**src/include/pwr_wake_defs.svh**
```systemverilog
// Timing counts and state encodings for the power button and wake controller.
// Assumes a single 200 MHz clock; included by the package and the controller top.
// Behaviour
// - Off or sleeping, press under four seconds brings the system to working.
// - Working or sleeping, press held past six seconds forces soft-off.
// - Short press while working sleeps or powers off per OS setting.
// - RTC alarm wakes from S3, S4 and S5; monitoring continues while asleep.
// - Network wake works from S3, S4, S5, and from S5 after mains loss.
// - USB wakes from S3; S4/S5 only by firmware option, never after mains loss.
// - USB S4 wake also needs OS driver permission; never from deep S4/S5.
// - PCIe wake signal wakes from S3 or S4 only, ignored in S5.
// - Infrared remote wakes from S3, S4, S5 except deep S4 or deep S5.
// - The short-range radio module never wakes the system.
// - Fast startup blocks network, USB and infrared wake from S5.
`ifndef PWR_WAKE_DEFS_SVH
`define PWR_WAKE_DEFS_SVH

`define CLK_MHZ            200
`define SHORT_PRESS_MS     4000
`define LONG_PRESS_MS      6000
`define MS_CYCLES(ms)      ((ms) * 1000 * `CLK_MHZ)
`define SHORT_PRESS_CYC    `MS_CYCLES(`SHORT_PRESS_MS)
`define LONG_PRESS_CYC     `MS_CYCLES(`LONG_PRESS_MS)
`define DEBOUNCE_CYC       16

`define ST_S0              6'h01
`define ST_S3              6'h02
`define ST_S4              6'h04
`define ST_S5              6'h08
`define ST_DEEP_S4         6'h10
`define ST_DEEP_S5         6'h20

`endif

```
**src/include/pwr_wake_pkg.sv**
```systemverilog
// Types for the power button and wake controller.
// Assumes the defs header is on the include path.
`include "pwr_wake_defs.svh"
package pwr_wake_pkg;
  typedef enum logic [5:0] {
    SYS_S0      = `ST_S0,
    SYS_S3      = `ST_S3,
    SYS_S4      = `ST_S4,
    SYS_S5      = `ST_S5,
    SYS_DEEP_S4 = `ST_DEEP_S4,
    SYS_DEEP_S5 = `ST_DEEP_S5
  } sys_state_t;
endpackage

```
**src/rtl/input_sync.sv**
```systemverilog
// Three-stage synchroniser bank with agreement filter for pin inputs.
// Assumes asynchronous pins; output changes only when stages two and three agree.
`timescale 1ns/10ps
`default_nettype none
module input_sync #(
  parameter int W = 8
) (
  input  wire logic         clk,
  input  wire logic         rstn,
  input  wire logic [W-1:0] pin_in,
  output logic      [W-1:0] sync_out
);
  logic [W-1:0] s1_ff;
  logic [W-1:0] s2_ff;
  logic [W-1:0] s3_ff;

  always_ff @(posedge clk or negedge rstn) begin
    if (!rstn) begin
      s1_ff <= '0;
      s2_ff <= '0;
      s3_ff <= '0;
    end else begin
      s1_ff <= pin_in;
      s2_ff <= s1_ff;
      s3_ff <= s2_ff;
    end
  end

  // Hold the last agreed value while stages two and three disagree
  always_ff @(posedge clk or negedge rstn) begin
    if (!rstn) begin
      sync_out <= '0;
    end else begin
      for (int i = 0; i < W; i++) begin
        if (s2_ff[i] == s3_ff[i]) begin
          sync_out[i] <= s3_ff[i];
        end
      end
    end
  end
endmodule // input_sync
`default_nettype wire

```
**src/rtl/power_button_wake_controller.sv**
```systemverilog
// Power-state controller: power switch press timing and wake source qualification.
// Assumes pins are asynchronous to clk and config bits come from firmware/OS latches.
`timescale 1ns/10ps
`default_nettype none
`include "pwr_wake_defs.svh"
module power_button_wake_controller #(
  parameter int unsigned SHORT_CYC = `SHORT_PRESS_CYC,
  parameter int unsigned LONG_CYC  = `LONG_PRESS_CYC,
  parameter int unsigned DEB_CYC   = `DEBOUNCE_CYC
) (
  input  wire logic                     clk,
  input  wire logic                     rstn,
  input  wire logic                     pwr_switch_n,
  input  wire logic                     rtc_alarm,
  input  wire logic                     network_wake,
  input  wire logic                     usb_wake,
  input  wire logic                     pcie_wake_n,
  input  wire logic                     infrared_remote_wake,
  input  wire logic                     radio_wake,
  input  wire logic                     os_sleep_req,
  input  wire logic                     os_sleep_hibernate,
  input  wire logic                     os_sleep_off,
  input  wire logic                     os_short_press_off,
  input  wire logic                     os_deep_sleep,
  input  wire logic                     os_fast_startup,
  input  wire logic                     os_usb_s4_permit,
  input  wire logic                     fw_usb_s45_wake_en,
  input  wire logic                     mains_restored,
  output pwr_wake_pkg::sys_state_t      sys_state,
  output logic                          sys_working,
  output logic                          forced_off,
  output logic                          wake_event,
  output logic [5:0]                    wake_cause
);
  import pwr_wake_pkg::*;

  typedef enum logic [2:0] {
    BTN_IDLE  = 3'h1,
    BTN_SHORT = 3'h2,
    BTN_LONG  = 3'h4
  } btn_state_t;

  localparam int CNT_W = $clog2(LONG_CYC + 2);

  logic [6:0]       pin_sync;
  logic             btn_raw;
  logic             btn_level_ff;
  logic [7:0]       deb_cnt_ff;
  logic             btn_prev_ff;
  btn_state_t       btn_ff;
  btn_state_t       nxt_btn;
  logic [CNT_W-1:0] hold_cnt_ff;
  logic             short_rel;
  logic             long_hit;
  logic             after_g3_ff;
  sys_state_t       state_ff;
  sys_state_t       nxt_state;
  logic [5:0]       cause;
  logic             any_wake;
  logic             deb_done;
  logic             press_edge;
  logic [5:0]       wake_src;
  logic             waking;

  input_sync #(.W(7)) u_sync (
    .clk      (clk),
    .rstn     (rstn),
    .pin_in   ({radio_wake, ~pcie_wake_n, infrared_remote_wake, usb_wake,
                network_wake, rtc_alarm, ~pwr_switch_n}),
    .sync_out (pin_sync)
  );

  assign btn_raw  = pin_sync[0];
  assign deb_done = (btn_raw != btn_level_ff) && (deb_cnt_ff >= 8'(DEB_CYC - 1));

  // Debounce: a switch level counts only after it has held steady
  always_ff @(posedge clk or negedge rstn) begin
    if (!rstn) begin
      deb_cnt_ff <= 8'h00;
    end else if ((btn_raw == btn_level_ff) || deb_done) begin
      deb_cnt_ff <= 8'h00;
    end else begin
      deb_cnt_ff <= deb_cnt_ff + 8'h01;
    end
  end

  always_ff @(posedge clk or negedge rstn) begin
    if (!rstn) begin
      btn_level_ff <= 1'b0;
    end else if (deb_done) begin
      btn_level_ff <= btn_raw;
    end
  end

  always_ff @(posedge clk or negedge rstn) begin
    if (!rstn) begin
      btn_prev_ff <= 1'b0;
    end else begin
      btn_prev_ff <= btn_level_ff;
    end
  end

  // Edge from the debounced level, so contact bounce cannot start a second press
  assign press_edge = btn_level_ff && !btn_prev_ff;

  // Hold counter saturates so a stuck switch cannot wrap into a short press
  always_ff @(posedge clk or negedge rstn) begin
    if (!rstn) begin
      hold_cnt_ff <= '0;
    end else if (!btn_level_ff) begin
      hold_cnt_ff <= '0;
    end else if (hold_cnt_ff <= CNT_W'(LONG_CYC)) begin
      hold_cnt_ff <= hold_cnt_ff + 1'b1;
    end
  end

  always_comb begin
    nxt_btn = btn_ff;
    case (btn_ff)
      BTN_IDLE: begin
        if (press_edge) begin
          nxt_btn = BTN_SHORT;
        end
      end
      BTN_SHORT: begin
        if (!btn_level_ff) begin
          nxt_btn = BTN_IDLE;
        end else if (hold_cnt_ff > CNT_W'(LONG_CYC)) begin
          nxt_btn = BTN_LONG;
        end
      end
      BTN_LONG: begin
        if (!btn_level_ff) begin
          nxt_btn = BTN_IDLE;
        end
      end
      default: nxt_btn = BTN_IDLE;
    endcase
  end

  always_ff @(posedge clk or negedge rstn) begin
    if (!rstn) begin
      btn_ff <= BTN_IDLE;
    end else begin
      btn_ff <= nxt_btn;
    end
  end

  // Release after less than six seconds is a short press, 4..6 s included
  assign short_rel = (btn_ff == BTN_SHORT) && !btn_level_ff;
  assign long_hit  = (btn_ff == BTN_SHORT) && (hold_cnt_ff > CNT_W'(LONG_CYC));

  // Mains loss marker; cleared once the system reaches working again
  always_ff @(posedge clk or negedge rstn) begin
    if (!rstn) begin
      after_g3_ff <= 1'b0;
    end else if (mains_restored) begin
      after_g3_ff <= 1'b1;
    end else if (state_ff == SYS_S0) begin
      after_g3_ff <= 1'b0;
    end
  end

  function automatic logic is_s5(input sys_state_t s);
    return (s == SYS_S5) || (s == SYS_DEEP_S5);
  endfunction

  function automatic logic is_asleep(input sys_state_t s);
    return s != SYS_S0;
  endfunction

  function automatic sys_state_t off_target(input logic deep);
    return deep ? SYS_DEEP_S5 : SYS_S5;
  endfunction

  // Allowed sources per state, bits in wake_cause order; the radio bit never qualifies
  function automatic logic [5:0] wake_mask(input sys_state_t s,
                                           input logic       fast,
                                           input logic       usb_s4,
                                           input logic       usb_s5);
    logic [5:0] m;
    m = 6'h00;
    case (s)
      SYS_S3: begin
        m = 6'h1f;
      end
      SYS_S4: begin
        m = {3'b011, usb_s4, 2'b11};
      end
      SYS_DEEP_S4: begin
        m = 6'h0b;
      end
      SYS_S5: begin
        m = {1'b0, !fast, 1'b0, usb_s5 && !fast, !fast, 1'b1};
      end
      SYS_DEEP_S5: begin
        m = {4'h0, !fast, 1'b1};
      end
      default: begin
        m = 6'h00;
      end
    endcase
    return m;
  endfunction

  // Sources are watched continuously while asleep, gathered in wake_cause bit order
  assign wake_src = {pin_sync[6], pin_sync[4], pin_sync[5], pin_sync[3], pin_sync[2], pin_sync[1]};

  // USB from S4/S5 needs the firmware option and is lost after mains loss
  always_comb begin
    cause    = wake_src & wake_mask(state_ff, os_fast_startup,
                                    fw_usb_s45_wake_en && os_usb_s4_permit && !after_g3_ff,
                                    fw_usb_s45_wake_en && !after_g3_ff);
    any_wake = |cause;
  end

  assign waking = is_asleep(state_ff) && (nxt_state == SYS_S0);

  // Long press outranks release and wake in S0, S3, S4 and deep S4; in S5 or deep S5 a wake still brings the system to working
  always_comb begin
    nxt_state = state_ff;
    case (state_ff)
      SYS_S0: begin
        if (long_hit) begin
          nxt_state = SYS_S5;
        end else if (short_rel) begin
          nxt_state = os_short_press_off ? off_target(os_deep_sleep) : SYS_S3;
        end else if (os_sleep_req) begin
          if (os_sleep_off) begin
            nxt_state = off_target(os_deep_sleep);
          end else if (os_sleep_hibernate) begin
            nxt_state = os_deep_sleep ? SYS_DEEP_S4 : SYS_S4;
          end else begin
            nxt_state = SYS_S3;
          end
        end
      end
      SYS_S3, SYS_S4, SYS_DEEP_S4: begin
        if (long_hit) begin
          nxt_state = SYS_S5;
        end else if (short_rel || any_wake) begin
          nxt_state = SYS_S0;
        end
      end
      SYS_S5, SYS_DEEP_S5: begin
        if (short_rel || any_wake) begin
          nxt_state = SYS_S0;
        end
      end
      default: nxt_state = SYS_S5;
    endcase
  end

  always_ff @(posedge clk or negedge rstn) begin
    if (!rstn) begin
      state_ff <= SYS_S5;
    end else begin
      state_ff <= nxt_state;
    end
  end

  // Outputs come straight from flops; sys_state tracks state_ff cycle for cycle
  always_ff @(posedge clk or negedge rstn) begin
    if (!rstn) begin
      sys_state <= SYS_S5;
    end else begin
      sys_state <= nxt_state;
    end
  end

  always_ff @(posedge clk or negedge rstn) begin
    if (!rstn) begin
      sys_working <= 1'b0;
    end else begin
      sys_working <= (nxt_state == SYS_S0);
    end
  end

  // No pulse when already off: a long press in soft-off changes nothing
  always_ff @(posedge clk or negedge rstn) begin
    if (!rstn) begin
      forced_off <= 1'b0;
    end else begin
      forced_off <= long_hit && !is_s5(state_ff);
    end
  end

  always_ff @(posedge clk or negedge rstn) begin
    if (!rstn) begin
      wake_event <= 1'b0;
    end else begin
      wake_event <= waking;
    end
  end

  // Cause stays until the next wake; zero when only the switch woke the system
  always_ff @(posedge clk or negedge rstn) begin
    if (!rstn) begin
      wake_cause <= 6'h00;
    end else if (waking) begin
      wake_cause <= cause;
    end
  end
endmodule // power_button_wake_controller
`default_nettype wire
```
**config.mk**
```make
export PLATFORM = sky130hd
export DESIGN_NAME = power_button_wake_controller
export DESIGN_NICKNAME = d
export VERILOG_FILES = /design/src/include/pwr_wake_pkg.sv /design/src/rtl/input_sync.sv /design/src/rtl/power_button_wake_controller.sv
export VERILOG_INCLUDE_DIRS = /design/src /design/src/include
export SDC_FILE = /design/constraint.sdc
export NUM_CORES = 1
export LEC_CHECK = 0
export BUFFER_PORTS_ARGS = -buffer_cell sky130_fd_sc_hd__buf_2
export CORE_UTILIZATION = 40
export CTS_BUF_LIST = sky130_fd_sc_hd__clkbuf_8
export CTS_CLUSTER_DIAMETER = 120
export DETAILED_ROUTE_END_ITERATION = 6
export PLACE_DENSITY = 0.64
export SYNTH_ARGS = -nofsm -noshare
export SYNTH_HDL_FRONTEND = slang
export SYNTH_SLANG_ARGS = --single-unit
```
**constraint.sdc**
```tcl
create_clock -name clk -period 2.6 [get_ports clk]
set_input_delay 0.78 -clock clk [delete_from_list [all_inputs] [get_ports clk]]
set_output_delay 0.78 -clock clk [all_outputs]
set_load 0.1 [all_outputs]
```
==> impl_metrics.toml, run 1 <==
[sta]
finalWorstSetupSlack_ps = 128.9
hold_viol_final = 0
grt_setup_unrepaired = "false"
fin_crit_sh = 0.9504
maxSlewHeadroom = 0.6210
worstMarginPinSlew_ps = 567.9
clock_skew_ps = 11.22
whs_ps = 354.6
fin_setup_tns_ps = 0
report.final.slew_viol_count = 0
finalSetupViolCount = 0
fmax_mhz = 404.7
finalCriticalPeriod_ps = 2471

[logic_synthesis]
yosysUniqueCellTypes = 56
synthTopCellsByArea = "dfrtp_1 (54%), o31ai_1 (3.0%), a21oi_1 (2.8%)"
syn_inst = 352
synth_warnings = 0
seq_area_frac_synth = 0.5522
synth_edf_count = 0
synth-async-reset-ratio = 1.000
synth_seq_cells = 83
synth_area_leader_cell = "dfrtp_1"
syn_avg_cell_area_sq_um = 10.70
netlist_area_sq_um = 3766
yosys.area.top_type_share = 0.5382
synth_ff_type = "dfrtp_1"

[hold_path]
min_path_type = "flip-flop to flip-flop"
holdPathStages = 0
hp-start = "u_sync.s1_ff[0]"
whs_endpoint = "u_sync.s2_ff[0]"

[cts]
path_clk_slew_ps = 100
cts.sinks = 83
cts_tree = "built"
ctsResizeCount = 0
cts_root_buffer = "clkbuf_8"
htreeDepth = 3
cts_buffers = 9
clkLatencyLatePin_ps = 360
cts_hold_buffers = 0
cts_buffer_depth = 2
post_cts_buffers = 0

[worst_setup_path]
reg2reg_slack_ps = 130
cp-startpoint = "hold_cnt_ff[14]"
setup.worst_path.end_class = "flip-flop"
worstReg2RegStart = "hold_cnt_ff[14]"
critPathKind = "flip-flop to flip-flop"
reg2reg_depth = 9
cp_max_fo = 15
path_common_cell = "buf_4"
crit_path_start_kind = "flip-flop"
worstReg2RegEnd = "hold_cnt_ff[12]"
cp_data_required_time_ps = 2870
worstPathCellList = "nor4_1 > buf_4 > nand4_1 > o31ai_4 > buf_4 > o211ai_1 > buf_4 > or4_1 > a21oi_1"
slowest_stage = "dfrtp_1"
cpPeakStageDelay_ps = 420
arrival_ps = 2740

[grt]
grt.total_usage = 0.1700
grt_first_pass_wirelength_mm = 13.01
grt_max_degree = 48
grt_overflow = 0
first_global_vias = 2725
antenna_found_initial = 0

[power_and_ir_drop]
p_per_area_nw_per_um2 = 747.6
peakVddDrop_uv = 309.6
power_mw = 3.301
leakagePower_nw = 1.870

[drt]
viasPerCell = 5.510
finalWirelength_mm = 7.770
avgRoutedWirePerCell_um = 14.83
dr.first_iter.drc_count = 135
vias = 2887
drc = 0
firstDrtPassIters = 4
ant_nets = 0

[final_layout]
syn_to_final_growth_pct = 17.24
fillerInstances = 846
multiInputGateArea_sq_um = 1608
nets = 429
stdcell_count = 524
drive_gt1_frac = 0.2082
layout_common_cells = "dfrtp_1 (78), buf_2 (29), buf_4 (23)"
design_area_sq_um = 4415
seq_area_sq_um = 2087
antenna_cells = 0
utilization = 0.4801
layout_commonest_cell = "dfrtp_1"

[place]
dp_slack_ps = 103.0
hpwl_mm = 5.486
placed_area_sq_um = 4214
placedCellCount = 508
port-buffer-count = 30
gp_congestion = 0.7719

[floorplan]
die_area_sq_um = 9807
row_count = 35
io-pin-count = 33
start_util = 0.4095
die_h_um = 99.03
die_w_um = 99.03
coreArea_sq_um = 9196

[flow_run]
maxCapViolCount = 0

[status]
status = "complete, no violations"
[worst max-delay path, delay by kind of cell, from the launching register on]
family	cells	cell delay, ps
buffers and inverters	3	570
flip-flops	1	420
AND/OR/NAND/NOR	3	890
AO/OA/AOI/OAI	3	510
[cell families (layout without fill, tap and decap cells)]
logic type	after synthesis	in the layout	share of synthesized area
flops	83	83	0.5522
mux	9	9	0.02492
other cells	1	5	0.0009957
compound gates	82	82	0.1488
xor+xnor	10	10	0.02325
buf+inv	25	82	0.02658
simple gates	133	133	0.1973
fa+ha+maj	9	9	0.02592
[power by group]
part	switching (mW)	internal, mW
clock network	0.531	0.373
registers	0.0823	1.40
logic	0.665	0.246
[routing by layer]
layer	GRT usage	wire, um
met1	0.2402	3741
met2	0.2523	3613
met3	0.04255	357
met4	0.06429	58
met5	0	0
[worst max path at each step]
stage                      endpoint  slack, ps
floorplan              sys_state[0]          4
global placement        sys_working        120
detailed placement    wake_cause[4]        100
CTS                 hold_cnt_ff[12]        130
global route        hold_cnt_ff[20]         20
finish              hold_cnt_ff[12]        130
[cell usage after synthesis (4+ instances only)]
cell type / count
nand2_1: 21
nor2_1: 20
mux2i_1: 6
o31ai_1: 15
xnor2_1: 6
o21ai_0: 15
dfrtp_1: 81
nor2b_1: 5
nand4_1: 10
a21oi_1: 21
clkbuf_1: 9
or4_1: 14
maj3_1: 6
or3_1: 7
o21a_1: 4
nand3_1: 14
nor3_1: 12
xor2_1: 4
and2_1: 4
nor4_1: 5
inv_1: 13
o211ai_1: 4
[registers in the layout, summed over array words and instances, names as in the netlist, 3 cells and up]
signal           flops
u_sync.s1_ff         6
deb_cnt_ff           8
wake_cause           5
u_sync.s3_ff         6
u_sync.s2_ff         6
u_sync.sync_out      6
hold_cnt_ff         31
sys_state            6
btn_ff               3
[area by class of cell]
cell class / count / share of cell area
sequential: 83 / 0.4727
multi-input combinational: 248 / 0.3641
timing repair buffer: 53 / 0.07651
tap: 111 / 0.03145
clock buffer: 9 / 0.02805
clock inverter: 7 / 0.01615
inverter: 13 / 0.01105
No activity file was read; power rests on OpenSTA's default activity.
==> run 2: changes to the inputs <==
ABC_AREA = 1   (was unset)
==> run 2 against run 1 <==
  * Area after synthesis rose by 17%
  * Clock skew fell by 3.2 ps
  * Sequential share of layout area fell by 5.6 points
  * First-iteration DRC count rose by 91%
  * Global-route usage rose by 1.6 points
  * Maximum frequency rose by 16%
  * Largest power group unchanged
  * Highest routed layer unchanged
==> impl_metrics.toml, run 2 <==
[status]
status = "complete, no violations"

[worst_setup_path]
slowest_stage = "dfstp_2"
cp_data_required_time_ps = 1820
crit_path_start_kind = "flip-flop"
reg2reg_slack_ps = 500
worstPathCellList = "buf_2"
crit_family = "flip-flops"
cp_max_fo = 4
critPathKind = "flip-flop to output port"
cpPeakStageDelay_ps = 560
reg2reg_depth = 10
setup.worst_path.end_class = "output port"
arrival_ps = 1350
crit_buf_inv = 1
worstReg2RegStart = "hold_cnt_ff[0]"
worstReg2RegEnd = "hold_cnt_ff[21]"

[grt]
first_global_vias = 3501
grt.total_usage = 0.1859
grt_max_degree = 59
grt_overflow = 0
antenna_found_initial = 0
grt_first_pass_wirelength_mm = 16.68

[floorplan]
io-pin-count = 33
row_count = 38
die_area_sq_um = 11470
start_util = 0.4092
die_h_um = 107.1
die_w_um = 107.1
coreArea_sq_um = 10790

[cts]
cts_hold_buffers = 0
clkLatencyLatePin_ps = 360
cts_buffer_depth = 2
cts_root_buffer = "clkbuf_8"
htreeDepth = 3
cts.sinks = 83
cts_tree = "built"
cts_buffers = 9
ctsResizeCount = 0
path_clk_slew_ps = 90
post_cts_buffers = 0

[logic_synthesis]
synth_warnings = 0
synth.top_cells.by_count = "nand2_1 (121), dfrtp_1 (81), inv_1 (75)"
synth-async-reset-ratio = 1.000
syn_inst = 547
synth_ff_type = "dfrtp_1"
yosysUniqueCellTypes = 41
synth_edf_count = 0
synth_area_leader_cell = "dfrtp_1"
synth_seq_cells = 83
yosysMostFrequentCell = "nand2_1"
netlist_area_sq_um = 4417
synthTopCellsByArea = "dfrtp_1 (46%), nand2_1 (10%), inv_1 (6.4%)"
seq_area_frac_synth = 0.4708
yosys.area.top_type_share = 0.4589
syn_avg_cell_area_sq_um = 8.074

[final_layout]
layout_common_cells = "nand2_1 (121), dfrtp_1 (81), inv_1 (75)"
antenna_cells = 0
syn_to_final_growth_pct = 13.12
nets = 609
top_regs = "hold_cnt_ff: 31 flops, deb_cnt_ff: 8 flops"
drive_gt1_frac = 0.1619
layout_commonest_cell = "nand2_1"
top_register = "hold_cnt_ff"
stdcell_count = 733
largest_register_ffs = 31

[sta]
hold_viol_final = 0
grt_setup_unrepaired = "false"
clock_skew_ps = 8.035
maxSlewHeadroom = 0.6373
fin_setup_tns_ps = 0
finalCriticalPeriod_ps = 2127
whs_ps = 317.3
fin_crit_sh = 0.8182
finalSetupViolCount = 0
fmax_mhz = 470.0
report.final.slew_viol_count = 0
worstMarginPinSlew_ps = 539.1

[power_and_ir_drop]
swShare = 0.3876
p_sw_mw = 1.463
p_clk_frac = 0.311
p_per_area_nw_per_um2 = 755.6
pwr-share-comb = 0.291
p_int_mw = 2.312
leakagePower_nw = 2.308
seqPwrFrac = 0.397
peakVddDrop_uv = 706.7

[drt]
viasPerCell = 5.059
finalWirelength_mm = 9.847
vias = 3708
ant_nets = 0
firstDrtPassIters = 5
avgRoutedWirePerCell_um = 13.43
dr.first_iter.drc_count = 258
drc = 0

[place]
port-buffer-count = 30
gp_congestion = 0.9211
hpwl_mm = 7.240
placedCellCount = 717

[hold_path]
min_path_type = "primary input to asynchronous set/reset pin"

[flow_run]
maxCapViolCount = 0
==> run 2: through the flow <==
stage	setup WS [ps]	cell area, sq um	util	power (mW)
final	472.6	4996	0.4629	3.775
after global routing	341.4	4996	0.4629	3.976
after CTS	456.1	4996	0.4629	3.805
after detailed placement	522.1	4745	0.4396	2.625
after global placement	574.0	4745	0.4396	2.605
after floorplan	344.7	4432	-	2.388
==> run 2: cells by family after synthesis <==
family | after synthesis | synth area share
AO/OA/AOI/OAI | 59 | 0.09065
XOR/XNOR | 12 | 0.02380
adder cells (fa/ha/maj) | 9 | 0.02210
buffers and inverters | 87 | 0.08074
flip-flops | 83 | 0.4708
other | 1 | 0.0008490
AND/OR/NAND/NOR | 296 | 0.3110
==> run 2: final cells by class <==
class                           instances  area (sq um)
Fill cell                            1067          5797
Sequential cell                        83          2079
Multi-Input combinational cell        381          1996
Inverter                               79         299.0
Timing Repair Buffer                   34         195.2
Tap cell                              140         175.2
Clock inverter                          7         127.6
Clock buffer                            9         123.9
==> run 2: worst max path at each step <==
stage	start	to	slack [ps]	cells past startpoint
floorplan	sys_state[2]	sys_state[0]	340	11
global placement	hold_cnt_ff[0]	hold_cnt_ff[22]	570	10
detailed placement	hold_cnt_ff[0]	hold_cnt_ff[22]	520	10
CTS	sys_state[3]	sys_state[3]	460	1
global route	hold_cnt_ff[0]	hold_cnt_ff[22]	340	10
finish	sys_state[3]	sys_state[3]	470	1
==> run 2: power by group through the flow <==
stage	combinational, mW	sequential (mW)	clock (mW)
finish	1.10	1.50	1.17
global route	1.20	1.52	1.25
CTS	1.10	1.50	1.20
detailed placement	1.10	1.53	0
global placement	1.08	1.52	0
floorplan	0.527	1.86	0
==> run 2: per-layer routing <==
| layer | GRT usage | vias to the layer above | share of wire |
|---|---|---|---|
| met1 | 0.2585 | 1762 | 0.49 |
| met3 | 0.03222 | 15 | 0.039 |
| met5 | 0 | - | 0 |
| met2 | 0.2908 | 76 | 0.46 |
| met4 | 0.06654 | 0 | 0.017 |
| li1 | - | 1855 | - |
==> run 3: changes to the inputs <==
PLACE_DENSITY = 0.66   (was 0.64)
clock period = 1.71 ns   (was 2.6 ns; I/O delays follow)
==> run 3 against run 2 <==
  * The run now ends with negative setup slack left
  * Count of clock-buffer cells in the layout unchanged
  * First-iteration DRC count grew 22%
  * Register-to-register slack worse by 700 ps
  * Combinational power rose by 140%
  * Highest routed layer unchanged
  * Largest power group is now combinational cells
  * Largest cell class is now multi-input combinational cells
  * Setup slack lost 670 ps
  * Sequential cell count did not move
  * Critical path depth increased by 10
==> impl_metrics.toml, run 3 (synthesis results as in run 2) <==
[place]
hpwl_mm = 8.682
placed_area_sq_um = 5619
port-buffer-count = 30
gp_congestion = 0.9382
dp_slack_ps = -145.6

[floorplan]
die_h_um = 107.1
die_area_sq_um = 11470
coreArea_sq_um = 10790
start_util = 0.4092
die_w_um = 107.1
row_count = 38
io-pin-count = 33

[final_layout]
largest_register_ffs = 31
fillerInstances = 857
syn_to_final_growth_pct = 47.96
top_register = "hold_cnt_ff"
layout_commonest_cell = "buf_4"
antenna_cells = 0
nets = 726
top_regs = "hold_cnt_ff: 31 flops, deb_cnt_ff: 8 flops"
drive_gt1_frac = 0.4254
design_area_sq_um = 6535
layout_common_cells = "buf_4 (110), nand2_1 (99), dfrtp_1 (73)"

[drt]
drc = 0
finalWirelength_mm = 12.77
ant_nets = 0
dr.first_iter.drc_count = 315
viasPerCell = 5.071
vias = 4310
firstDrtPassIters = 4
avgRoutedWirePerCell_um = 15.02

[cts]
cts.sinks = 83
cts_hold_buffers = 0
cts_root_buffer = "clkbuf_8"
clkLatencyLatePin_ps = 370
cts_tree = "built"
path_clk_slew_ps = 100
htreeDepth = 3
cts_buffer_depth = 2
cts_buffers = 9

[worst_setup_path]
slowest_stage = "dfstp_4"
worstPathCellList = "inv_2 > nor2_4 > nand3_2 > o211ai_1 > nand2_1 > nand2_2 > nor2_4 > buf_4 > buf_6 > nand2_1 > nand3_1"
crit_family = "flip-flops"
reg2reg_slack_ps = -200
setup.worst_path.end_class = "flip-flop"
cpPeakStageDelay_ps = 670
worstReg2RegEnd = "sys_state[3]"
reg2reg_depth = 11
crit_path_start_kind = "flip-flop"
cp_data_required_time_ps = 2010
crit_buf_inv = 3
cp_num_cells = 11
critPathKind = "flip-flop to flip-flop"
arrival_ps = 2210
cp_max_fo = 4
worstReg2RegStart = "sys_state[3]"

[sta]
whs_ps = 25.19
hold_viol_final = 0
fin_crit_sh = 1.115
finalSetupViolCount = 43
grt_setup_unrepaired = "true"
fmax_mhz = 524.5
fin_setup_tns_ps = -2899
finalWorstSetupSlack_ps = -196.6
clock_skew_ps = 12.19
finalCriticalPeriod_ps = 1907
report.final.slew_viol_count = 0

[power_and_ir_drop]
power_mw = 6.486
leakagePower_nw = 3.047
p_clk_frac = 0.242
swShare = 0.4143
seqPwrFrac = 0.358
p_int_mw = 3.799
p_per_area_nw_per_um2 = 992.6
pwr-share-comb = 0.400
p_sw_mw = 2.688
peakVddDrop_uv = 1281

[grt]
grt_first_pass_wirelength_mm = 19.66
grt_overflow = 0
antenna_found_initial = 0
grt.total_usage = 0.2209
first_global_vias = 4203
grt_max_degree = 26

[hold_path]
min_path_type = "primary input to asynchronous set/reset pin"

[status]
violations = "negative setup slack"
status = "finished, violations left"

[flow_run]
maxCapViolCount = 0
run 3: per-layer routing:
layer / global-route usage / routed length, um / vias up
met1: 0.2806 / 5632 / 2082
met2: 0.3659 / 6270 / 104
met4: 0.1145 / 335 / 0
met3: 0.03100 / 529 / 25
li1: - / - / 2099
met5: 0 / 0 / -
run 3: stage by stage:
step,instances,util
global placement,810,0.5206
global route,850,0.6055
finish,850,0.6055
detailed placement,810,0.5206
floorplan,551,-
CTS,837,0.5621
run 3: power groups by stage:
stage / clock network, mW / logic (mW) / registers, mW
after floorplan: 0 / 0.877 / 2.87
after global placement: 0 / 2.07 / 2.33
after detailed placement: 0 / 2.12 / 2.34
after CTS: 1.61 / 2.30 / 2.31
after global routing: 1.69 / 2.74 / 2.34
final: 1.57 / 2.60 / 2.32
run 3: what timing repair did:
item	CTS	global route
endpoints found under the setup margin	50	49
gates cloned	0	2
hold endpoints to repair	0	0
resized for setup	36	94
setup buffers	11	11
pin swaps	15	26
run 3: worst max path at each step:
stage / startpoint / to
4_1_cts: sys_state[3] / sys_state[3]
3_3_place_gp: hold_cnt_ff[18] / hold_cnt_ff[23]
2_1_floorplan: sys_state[3] / sys_state[0]
3_5_place_dp: btn_ff[2] / sys_state[3]
6_report: sys_state[3] / sys_state[3]
5_1_grt: sys_state[1] / wake_cause[1]
run 3: area by class of cell:
type                            instances  area [sq um]  share of cell area
Clock inverter                          7         96.34             0.01474
Clock buffer                            9         123.9             0.01895
Sequential cell                        83          2101              0.3215
Timing Repair Buffer                  150          1249              0.1911
Multi-Input combinational cell        381          2457              0.3760
Inverter                               79         316.6             0.04844
Timing Repair inverter                  1         16.27            0.002489
Tap cell                              140         175.2             0.02680
